[config.mk]
export PLATFORM = sky130hd
export DESIGN_NAME = excitation_tonality_classifier
export DESIGN_NICKNAME = d
export VERILOG_FILES = /design/src/excitation_class_pkg.sv /design/src/stats_if.sv /design/src/deviation_engine.sv /design/src/excitation_tonality_classifier.sv
export SDC_FILE = /design/constraint.sdc
export NUM_CORES = 2
export LEC_CHECK = 0
export BUFFER_PORTS_ARGS = -buffer_cell sky130_fd_sc_hd__buf_4
export CAP_MARGIN = 0
export CORE_ASPECT_RATIO = 1.4
export CORE_MARGIN = 5
export CORE_UTILIZATION = 56
export DETAILED_ROUTE_END_ITERATION = 7
export PLACE_DENSITY = 0.76
export SKIP_LAST_GASP = 1
export SYNTH_ARGS = -nofsm -noshare
export SYNTH_HDL_FRONTEND = slang
export SYNTH_SLANG_ARGS = --single-unit
[constraint.sdc]
create_clock -name sys_clk -period 46.3 [get_ports sys_clk]
set_input_delay 2.315 -clock sys_clk [delete_from_list [all_inputs] [get_ports sys_clk]]
set_output_delay 2.315 -clock sys_clk [all_outputs]
set_load 0.02 [all_outputs]
[src/excitation_class_pkg.sv]
package excitation_class_pkg;

  // ----------------------------------------------------------------
  // Widths and window lengths
  // ----------------------------------------------------------------
  localparam int ENERGY_W     = 16;  // Frame energy, signed Q8.8 dB
  localparam int DELTA_W      = 17;
  localparam int SUM_W        = 24;
  localparam int ACC_W        = 40;
  localparam int ROOT_W       = 32;
  localparam int SIGMA_W      = 16;
  localparam int HIST_LEN     = 40;
  localparam int DEV_LEN      = 15;
  localparam int ROOT_STEPS   = 16;
  localparam int CAT_W        = 3;
  localparam int NUM_THR      = 4;
  localparam int RED_W        = 4;
  localparam int FREQ_W       = 13;

  // ----------------------------------------------------------------
  // Scaling and counting constants
  // ----------------------------------------------------------------
  localparam logic [7:0]        SCALE_P      = 8'hC5;  // 0.77 in Q0.8
  localparam int                SCALE_SHIFT  = 8;
  localparam logic [ROOT_W-1:0] ROOT_ONE     = 32'h4000_0000;
  localparam logic [5:0]        RUN_LIMIT    = 6'h1E;  // 30 frames
  localparam logic [1:0]        ERASE_FRAMES = 2'h3;

  // ----------------------------------------------------------------
  // Threshold defaults, Q8.8, packed {thr4, thr3, thr2, thr1}
  // ----------------------------------------------------------------
  localparam logic [63:0] THR_INIT_DEF = 64'h0100_0180_0200_0300;
  localparam logic [63:0] THR_MIN_DEF  = 64'h0080_00C0_0100_0180;
  localparam logic [63:0] THR_MAX_DEF  = 64'h0200_0300_0400_0600;
  localparam logic [15:0] THR_STEP_DEF = 16'h0010;

  // ----------------------------------------------------------------
  // Category codes and their noise reducer settings
  // ----------------------------------------------------------------
  typedef logic [CAT_W-1:0] sound_category_t;
  localparam sound_category_t CAT_NONTONAL = 3'h0;
  localparam sound_category_t CAT_TONAL3   = 3'h3;
  localparam sound_category_t CAT_MAX      = 3'h4;

  localparam logic [RED_W-1:0]  RED_CAT0_DB  = 4'h0;
  localparam logic [RED_W-1:0]  RED_CAT1_DB  = 4'h6;
  localparam logic [RED_W-1:0]  RED_CAT2_DB  = 4'h9;
  localparam logic [RED_W-1:0]  RED_CAT34_DB = 4'hC;
  localparam logic [FREQ_W-1:0] FREQ_NONE_HZ = 13'h000;
  localparam logic [FREQ_W-1:0] FREQ_510_HZ  = 13'h1FE;
  localparam logic [FREQ_W-1:0] FREQ_400_HZ  = 13'h190;
  localparam logic [FREQ_W-1:0] FREQ_300_HZ  = 13'h12C;

  // Cycles from frame_tick to result_valid
  localparam int RESULT_LATENCY = 34;

endpackage

[src/stats_if.sv]
`timescale 1ns/10ps
interface stats_if;
  import excitation_class_pkg::*;
  logic                          start;
  logic signed [ENERGY_W-1:0]    energy;
  logic                          done;
  logic        [SIGMA_W-1:0]     sigma;

  modport ctrl   (output start, output energy, input done, input sigma);
  modport engine (input start, input energy, output done, output sigma);
endinterface

[src/deviation_engine.sv]
`timescale 1ns/10ps
module deviation_engine #(
  parameter int HIST_DEPTH = excitation_class_pkg::HIST_LEN,
  parameter int DEV_DEPTH  = excitation_class_pkg::DEV_LEN
) (
  input  wire logic   sys_clk,
  input  wire logic   resetn,
  stats_if.engine     st
);
  import excitation_class_pkg::*;

  typedef enum logic [3:0] {
    ENG_IDLE  = 4'h1,
    ENG_ACC   = 4'h2,
    ENG_ROOT  = 4'h4,
    ENG_SCALE = 4'h8
  } eng_state_t;

  eng_state_t                 state;
  logic signed [DELTA_W-1:0]  hist [HIST_DEPTH];
  logic        [5:0]          wr_ptr;
  logic        [5:0]          rd_ptr;
  logic        [4:0]          k;
  logic                       have_prev;
  logic signed [ENERGY_W-1:0] prev_energy;
  logic signed [SUM_W-1:0]    sum;
  logic signed [DELTA_W-1:0]  mean;
  logic signed [DELTA_W-1:0]  delta;
  logic signed [DELTA_W:0]    diff;
  logic        [ACC_W-1:0]    acc;
  logic        [ACC_W-1:0]    next_acc;
  logic        [ACC_W-1:0]    ms_wide;
  logic        [ROOT_W-1:0]   op;
  logic        [ROOT_W-1:0]   res;
  logic        [ROOT_W-1:0]   one;
  logic        [SIGMA_W+7:0]  scaled;

  // ----------------------------------------------------------------
  // Energy change and running sums
  // ----------------------------------------------------------------
  assign delta    = have_prev ? DELTA_W'(st.energy) - DELTA_W'(prev_energy) : '0;
  assign mean     = DELTA_W'(sum / SUM_W'(HIST_DEPTH));
  assign diff     = (DELTA_W+1)'(hist[rd_ptr]) - (DELTA_W+1)'(mean);
  // Widen before squaring: a change of 2 dB or more would wrap an 18-bit product
  assign next_acc = acc + $unsigned(ACC_W'(diff) * ACC_W'(diff));
  assign ms_wide  = next_acc / ACC_W'(DEV_DEPTH);
  assign scaled   = res[SIGMA_W-1:0] * SCALE_P;

  always_ff @(posedge sys_clk or negedge resetn) begin
    if (!resetn) begin
      for (int i = 0; i < HIST_DEPTH; i++) begin
        hist[i] <= '0;
      end
      wr_ptr      <= '0;
      sum         <= '0;
      have_prev   <= 1'b0;
      prev_energy <= '0;
    end else if (state == ENG_IDLE && st.start) begin
      // Running sum avoids re-adding 40 entries each frame
      hist[wr_ptr] <= delta;
      sum          <= sum + SUM_W'(delta) - SUM_W'(hist[wr_ptr]);
      wr_ptr       <= (wr_ptr == 6'(HIST_DEPTH - 1)) ? '0 : wr_ptr + 6'h01;
      have_prev    <= 1'b1;
      prev_energy  <= st.energy;
    end
  end

  // ----------------------------------------------------------------
  // Sequencer: deviation sum, square root, scaling
  // ----------------------------------------------------------------
  always_ff @(posedge sys_clk or negedge resetn) begin
    if (!resetn) begin
      state    <= ENG_IDLE;
      rd_ptr   <= '0;
      k        <= '0;
      acc      <= '0;
      op       <= '0;
      res      <= '0;
      one      <= '0;
      st.done  <= 1'b0;
      st.sigma <= '0;
    end else begin
      st.done <= 1'b0;
      case (state)
        ENG_IDLE: begin
          if (st.start) begin
            rd_ptr <= wr_ptr;
            k      <= '0;
            acc    <= '0;
            state  <= ENG_ACC;
          end
        end
        ENG_ACC: begin
          acc    <= next_acc;
          rd_ptr <= (rd_ptr == 6'h00) ? 6'(HIST_DEPTH - 1) : rd_ptr - 6'h01;
          k      <= k + 5'h01;
          if (k == 5'(DEV_DEPTH - 1)) begin
            op    <= (ms_wide > ACC_W'({ROOT_W{1'b1}})) ? '1 : ms_wide[ROOT_W-1:0];
            res   <= '0;
            one   <= ROOT_ONE;
            k     <= '0;
            state <= ENG_ROOT;
          end
        end
        ENG_ROOT: begin
          if (op >= res + one) begin
            op  <= op - (res + one);
            res <= (res >> 1) + one;
          end else begin
            res <= res >> 1;
          end
          one <= one >> 2;
          k   <= k + 5'h01;
          if (k == 5'(ROOT_STEPS - 1)) begin
            state <= ENG_SCALE;
          end
        end
        ENG_SCALE: begin
          st.sigma <= scaled[SIGMA_W+SCALE_SHIFT-1:SCALE_SHIFT];
          st.done  <= 1'b1;
          state    <= ENG_IDLE;
        end
        default: state <= ENG_IDLE;
      endcase
    end
  end

  // ----------------------------------------------------------------
  // Checks
  // ----------------------------------------------------------------
  property p_sum_update;
    @(posedge sys_clk) disable iff (!resetn)
    (state == ENG_IDLE && st.start) |=> (sum == $past(sum) + SUM_W'($past(delta)) - SUM_W'($past(hist[wr_ptr])));
  endproperty
  a_sum_update: assert property (p_sum_update) else $error("running energy change sum wrong");

  property p_done_timing;
    @(posedge sys_clk) disable iff (!resetn)
    (state == ENG_IDLE && st.start) |-> ##33 st.done;
  endproperty
  a_done_timing: assert property (p_done_timing) else $error("deviation not ready on time");

endmodule

[src/excitation_tonality_classifier.sv]
`timescale 1ns/10ps
module excitation_tonality_classifier #(
  parameter logic [63:0] THR_INIT = excitation_class_pkg::THR_INIT_DEF,
  parameter logic [63:0] THR_MIN  = excitation_class_pkg::THR_MIN_DEF,
  parameter logic [63:0] THR_MAX  = excitation_class_pkg::THR_MAX_DEF,
  parameter logic [15:0] THR_STEP = excitation_class_pkg::THR_STEP_DEF
) (
  input  wire logic                                                sys_clk,
  input  wire logic                                                resetn,
  input  wire logic                                                frame_tick,
  input  wire logic signed [excitation_class_pkg::ENERGY_W-1:0]    frame_energy,
  input  wire logic                                                frame_erased,
  input  wire logic                                                vad_present,
  input  wire logic                                                vad_active,
  input  wire logic                                                prev_generic,
  output      excitation_class_pkg::sound_category_t               sound_category,
  output      logic        [excitation_class_pkg::RED_W-1:0]       max_reduction_db,
  output      logic        [excitation_class_pkg::FREQ_W-1:0]      start_freq_hz,
  output      logic                                                result_valid
);
  import excitation_class_pkg::*;

  stats_if st ();

  logic [15:0]     thr [NUM_THR];
  logic [1:0]      erase_left;
  logic            force_zero;
  logic            erase_now;
  logic [5:0]      tonal_run;
  logic [5:0]      quiet_run;
  logic            raise;
  logic            lower;
  sound_category_t prev_cat;
  sound_category_t cand;
  sound_category_t next_cat;

  // ----------------------------------------------------------------
  // Statistics engine
  // ----------------------------------------------------------------
  // Frame energy arrives already in dB form from the spectral stage
  assign st.start  = frame_tick;
  assign st.energy = frame_energy;

  deviation_engine u_engine (
    .sys_clk (sys_clk),
    .resetn  (resetn),
    .st      (st.engine)
  );

  // ----------------------------------------------------------------
  // Forcing conditions, caught at the frame tick
  // ----------------------------------------------------------------
  assign erase_now = frame_tick && frame_erased;

  always_ff @(posedge sys_clk or negedge resetn) begin
    if (!resetn) begin
      erase_left <= '0;
      force_zero <= 1'b0;
    end else if (frame_tick) begin
      // The erased frame itself counts as the first of the run
      if (frame_erased) begin
        erase_left <= ERASE_FRAMES - 2'h1;
      end else if (erase_left != 2'h0) begin
        erase_left <= erase_left - 2'h1;
      end
      force_zero <= frame_erased || (erase_left != 2'h0)
                 || (vad_present && !vad_active) || !prev_generic;
    end
  end

  // ----------------------------------------------------------------
  // Category decision
  // ----------------------------------------------------------------
  always_comb begin
    cand = CAT_NONTONAL;
    // Ascending scan: the last hit is the highest qualifying category
    for (int c = 1; c <= NUM_THR; c++) begin
      if (st.sigma < thr[c-1] && prev_cat >= CAT_W'(c - 1)) begin
        cand = CAT_W'(c);
      end
    end
  end

  assign next_cat = force_zero ? CAT_NONTONAL : cand;
  assign raise    = st.done && next_cat >= CAT_TONAL3 && tonal_run == RUN_LIMIT;
  assign lower    = st.done && next_cat == CAT_NONTONAL && quiet_run == RUN_LIMIT;

  always_ff @(posedge sys_clk or negedge resetn) begin
    if (!resetn) begin
      sound_category   <= CAT_NONTONAL;
      prev_cat         <= CAT_NONTONAL;
      max_reduction_db <= RED_CAT0_DB;
      start_freq_hz    <= FREQ_NONE_HZ;
      result_valid     <= 1'b0;
    end else begin
      result_valid <= st.done;
      if (st.done) begin
        sound_category <= next_cat;
        prev_cat       <= next_cat;
        case (next_cat)
          3'h1: begin
            max_reduction_db <= RED_CAT1_DB;
            start_freq_hz    <= FREQ_510_HZ;
          end
          3'h2: begin
            max_reduction_db <= RED_CAT2_DB;
            start_freq_hz    <= FREQ_510_HZ;
          end
          3'h3: begin
            max_reduction_db <= RED_CAT34_DB;
            start_freq_hz    <= FREQ_400_HZ;
          end
          3'h4: begin
            max_reduction_db <= RED_CAT34_DB;
            start_freq_hz    <= FREQ_300_HZ;
          end
          default: begin
            max_reduction_db <= RED_CAT0_DB;
            start_freq_hz    <= FREQ_NONE_HZ;
          end
        endcase
      end
    end
  end

  // ----------------------------------------------------------------
  // Run counters
  // ----------------------------------------------------------------
  always_ff @(posedge sys_clk or negedge resetn) begin
    if (!resetn) begin
      tonal_run <= '0;
      quiet_run <= '0;
    end else if (st.done) begin
      if (next_cat >= CAT_TONAL3 && !raise) begin
        tonal_run <= tonal_run + 6'h01;
      end else begin
        tonal_run <= '0;
      end
      if (next_cat == CAT_NONTONAL && !lower) begin
        quiet_run <= quiet_run + 6'h01;
      end else begin
        quiet_run <= '0;
      end
    end
  end

  // ----------------------------------------------------------------
  // Floating thresholds
  // ----------------------------------------------------------------
  generate
    for (genvar i = 0; i < NUM_THR; i++) begin : g_thr
      localparam logic [15:0] T_INIT = THR_INIT[16*i +: 16];
      localparam logic [15:0] T_MIN  = THR_MIN[16*i +: 16];
      localparam logic [15:0] T_MAX  = THR_MAX[16*i +: 16];
      logic [16:0] up;
      assign up = {1'b0, thr[i]} + {1'b0, THR_STEP};

      // Erasure wins over any step taken in the same cycle
      always_ff @(posedge sys_clk or negedge resetn) begin
        if (!resetn) begin
          thr[i] <= T_INIT;
        end else if (erase_now) begin
          thr[i] <= T_MIN;
        end else if (raise) begin
          thr[i] <= (up > {1'b0, T_MAX}) ? T_MAX : up[15:0];
        end else if (lower) begin
          thr[i] <= (thr[i] < T_MIN + THR_STEP) ? T_MIN : thr[i] - THR_STEP;
        end
      end

      property p_thr_bounds;
        @(posedge sys_clk) disable iff (!resetn)
        (thr[i] >= T_MIN) && (thr[i] <= T_MAX);
      endproperty
      a_thr_bounds: assert property (p_thr_bounds) else $error("threshold out of bounds");
    end
  endgenerate

  // ----------------------------------------------------------------
  // Checks
  // ----------------------------------------------------------------
  property p_cat_range;
    @(posedge sys_clk) disable iff (!resetn)
    result_valid |-> sound_category <= CAT_MAX;
  endproperty
  a_cat_range: assert property (p_cat_range) else $error("category out of range");

  property p_cat0_setting;
    @(posedge sys_clk) disable iff (!resetn)
    (result_valid && sound_category == 3'h0) |-> (max_reduction_db == 4'h0 && start_freq_hz == 13'h000);
  endproperty
  a_cat0_setting: assert property (p_cat0_setting) else $error("category 0 must allow no reduction");

  property p_tonal_setting;
    @(posedge sys_clk) disable iff (!resetn)
    (result_valid && sound_category == 3'h4) |-> (max_reduction_db == 4'hC && start_freq_hz == 13'h12C);
  endproperty
  a_tonal_setting: assert property (p_tonal_setting) else $error("category 4 settings wrong");

  property p_latency;
    @(posedge sys_clk) disable iff (!resetn)
    frame_tick |-> ##34 result_valid;
  endproperty
  a_latency: assert property (p_latency) else $error("result not delivered on time");

  property p_erase_min;
    @(posedge sys_clk) disable iff (!resetn)
    erase_now |=> (thr[0] == THR_MIN[15:0] && thr[3] == THR_MIN[63:48]);
  endproperty
  a_erase_min: assert property (p_erase_min) else $error("erasure did not reset thresholds");

  property p_erase_zero;
    @(posedge sys_clk) disable iff (!resetn)
    erase_now |-> ##34 (result_valid && sound_category == 3'h0);
  endproperty
  a_erase_zero: assert property (p_erase_zero) else $error("erased frame not category 0");

  property p_vad_zero;
    @(posedge sys_clk) disable iff (!resetn)
    (frame_tick && vad_present && !vad_active) |-> ##34 (sound_category == 3'h0);
  endproperty
  a_vad_zero: assert property (p_vad_zero) else $error("silence not forced to category 0");

  property p_raise_clears;
    @(posedge sys_clk) disable iff (!resetn)
    raise |=> (tonal_run == 6'h00 && thr[1] >= $past(thr[1]));
  endproperty
  a_raise_clears: assert property (p_raise_clears) else $error("raise did not restart run");

  property p_step_up;
    @(posedge sys_clk) disable iff (!resetn)
    (st.done && next_cat == 3'h2 && prev_cat < 3'h1) |-> 1'b0;
  endproperty
  a_step_up: assert property (p_step_up) else $error("category 2 without prior category 1");

endmodule

==> metrics <==
CP bufs+invs=15; Critical Path RT=approximately 47 ns; Synth cell types=approximately 140; FILL cells=11304; DP Wirelength=about 160000 µm; drt pass-1 iters=6; Place WS=4.21 ns; crit path kind=flop to flop; Slew Limit Fails=0; final worst slack=3.71 ns; hold buffer count at cts=0; clock tree buffer depth=3; cell family contributing the most delay on the critical path=compound AO/OA/AOI/OAI gates; hold crit path type=flop to flop; Final GP Congestion=~0.94; row count=159; final worst-path cycle share=92.0%; share of layout cells above drive strength 1=9.10%; Worst setup EP type=flop; Simple-Gate Fraction of Synth Area=13.8%; total clock buffers created by CTS=100; setup TNS=0 ns; syn avg cell area=8.94 µm²; largest net degree at the start of global routing=165; first-pass GRT wire length=361000 µm; count leader, synth=nand2_1; max incr delay on CP=between 0.7 and 0.8 ns; post-synthesis xor/xnor area fraction=around 4.2%; critical path's slowest cell=a221oi_1; total gr overflow=0; Tmin final=42.59 ns; Routed Antenna Nets=0; n_diodes=0; CP most frequent cell=a21oi_1; # setup viols final=0; CTS tree=done; sequential area share after synthesis=a little under a third; Yosys warnings=0; post-CTS sizing=0; Total GRT Usage=31.3%; post-DR vias/cell=around 6.5; outcome=completed; Post-Synth Adder-Cell Area=15.9%; CTS sink count=950; RSZ-0062 raised after global routing=no; EDFF count, synth=0; crit start category=flop; max-cap viol count=0; DIE AREA=0.143 mm²; Synth Area in Compound Gates=21.3%; Top FF cell, synth=dfrtp_1; Slew HR=14.5%; chip height=approximately 450 µm; cells after synthesis=8485; DRT iter0 DRCs=6322; Worst-Margin Slew=~1.3 ns; I/O Pins=44; Synth top area share=a little over 30%; Commonest cells post-synth=nand2_1 (1280), o21ai_0 (1073), dfrtp_1 (943); Reg clk slew, reported paths=0.07 ns; vias in the first global route=66077; crit path DAT=~43 ns; WL/cell=approximately 23 µm; main combinational cell family by area after synthesis=compound AO/OA/AOI/OAI gates; clk_skew=0.0514 ns; Synth area leaders=dfrtp_1 (31%), fa_1 (9.0%), o21ai_0 (7.1%); antenna violations before repair=4; number of port buffers=38; Post-layout nets=roughly 9000; via count=65364; worst-skew pair later-pin latency=0.78 ns; FFs w/ async S/R, synth=100%; routed wire length=228000 µm; DR DRC count=0; Initial Util=56.5%; CTS H-Tree Depth=3; Yosys reg bits=950; postcts setup bufs=0; Area growth syn-to-layout=6.63%; Die X=321 µm; CTS root buf=clkbuf_16; area leader, netlist=dfrtp_1; max frequency=around 0.023 GHz; Placeable Area=0.134 mm²; mux cell area share after synthesis=7.02%; Synth Cell Area=0.0758 mm²; Hold Fails Final Rpt=0; critical-path maximum fanout=18
[sequential cells by signal, summed over array words and instances (netlist names), 5 cells and up]
name                  flops
u_engine.acc             40
u_engine.op              32
u_engine.prev_energy     16
u_engine.one             16
u_engine.rd_ptr           6
tonal_run                 6
u_engine.hist           680
u_engine.wr_ptr           6
thr                      48
quiet_run                 6
u_engine.st.sigma        12
u_engine.k                5
u_engine.res             32
u_engine.sum             24
[stage by stage]
step	instances	util, %	cell area, µm²	hold WS (ns)
after floorplan	8489	-	75800	0.372
after global placement	9894	57.5	77300	0.466
after detailed placement	9894	57.5	77300	0.473
after CTS	10081	60.2	80800	0.487
after global routing	10081	60.2	80800	0.506
final	10081	60.2	80800	0.485
[routing by layer]
metal  track usage (%)  wire length (µm)  vias up
li1                  -                 -    29474
met1              37.2             83100    31870
met2              53.6            112000     3140
met3              5.32             18100      878
met4              18.2             15100        2
met5                 0                11        -
[final cells by class]
| cell class | instances | area (µm²) | area share [%] |
|---|---|---|---|
| Multi-Input combinational cell | 6300 | 47300 | 58.6 |
| Clock buffer | 140 | 2870 | 3.55 |
| Inverter | 707 | 2650 | 3.28 |
| Timing Repair Buffer | 166 | 1270 | 1.57 |
| Sequential cell | 950 | 23800 | 29.4 |
| Tap cell | 1771 | 2220 | 2.74 |
| Clock inverter | 47 | 694 | 0.859 |
[path summary, 6_finish.rpt]
check,start,end,slack (ns),cells past startpoint
max,u_engine.sum[4]$_DFFE_PN0P_,u_engine.op[0]$_DFFE_PN0P_,3.71,175
max reg2reg,u_engine.sum[4]$_DFFE_PN0P_,u_engine.op[0]$_DFFE_PN0P_,3.71,175
min,u_engine.k[4]$_DFFE_PN0P_,u_engine.k[4]$_DFFE_PN0P_,0.48,2
min reg2reg,u_engine.k[4]$_DFFE_PN0P_,u_engine.k[4]$_DFFE_PN0P_,0.48,2
max in group asynchronous,resetn,u_engine.hist[522]$_DFFE_PN0P_,38.81,7
min in group asynchronous,resetn,thr[55]$_DFFE_PN0P_,1.62,1
[placed cells by master (no fill, tap or decap), types with 15 or more instances in the layout]
| cell type | n |
|---|---|
| a211oi_1 | 51 |
| a21o_1 | 91 |
| a21oi_1 | 366 |
| a221oi_1 | 70 |
| a22o_1 | 45 |
| a22oi_1 | 271 |
| a31o_2 | 29 |
| a31oi_1 | 67 |
| and2_1 | 54 |
| and3_1 | 31 |
| buf_4 | 164 |
| clkbuf_1 | 18 |
| clkbuf_16 | 100 |
| clkbuf_8 | 22 |
| dfrtp_1 | 936 |
| fa_1 | 340 |
| ha_1 | 409 |
| inv_1 | 701 |
| mux2_2 | 35 |
| mux2i_1 | 21 |
| mux4_2 | 204 |
| nand2_1 | 1275 |
| nand2b_1 | 58 |
| nand3_1 | 145 |
| nand4_1 | 114 |
| nor2_1 | 387 |
| nor2b_1 | 32 |
| nor3_1 | 79 |
| nor4_1 | 37 |
| o211ai_1 | 49 |
| o21a_1 | 35 |
| o21ai_0 | 1072 |
| o21ai_1 | 42 |
| o21bai_1 | 63 |
| o22ai_1 | 42 |
| o31ai_1 | 30 |
| or3_1 | 15 |
| xnor2_1 | 249 |
| xor2_1 | 98 |
[cells by family (layout without fill, tap and decap cells)]
group	count (synthesis)	after routing
AOI/OAI and AO/OA	2560	2560
and+or+nand+nor	2353	2353
buffers and inverters	1239	1060
DFF	950	950
adders and majority gates	759	759
xor gates and xnor gates	355	355
muxes	268	268
other	1	5
[worst reg2reg max path: cells and delay by family, from the launching register on]
| family | cells | cell delay [ns] |
|---|---|---|
| AND/OR/NAND/NOR | 46 | 9.73 |
| multiplexers | 3 | 0.85 |
| AO/OA/AOI/OAI | 88 | 21.02 |
| buffers and inverters | 15 | 2.08 |
| flip-flops | 1 | 0.43 |
| adder cells (fa/ha/maj) | 14 | 5.44 |
| XOR/XNOR | 9 | 2.88 |
Power is not shown: default switching activity piles up to over one toggle a cycle in this logic, so the estimate is an artifact.
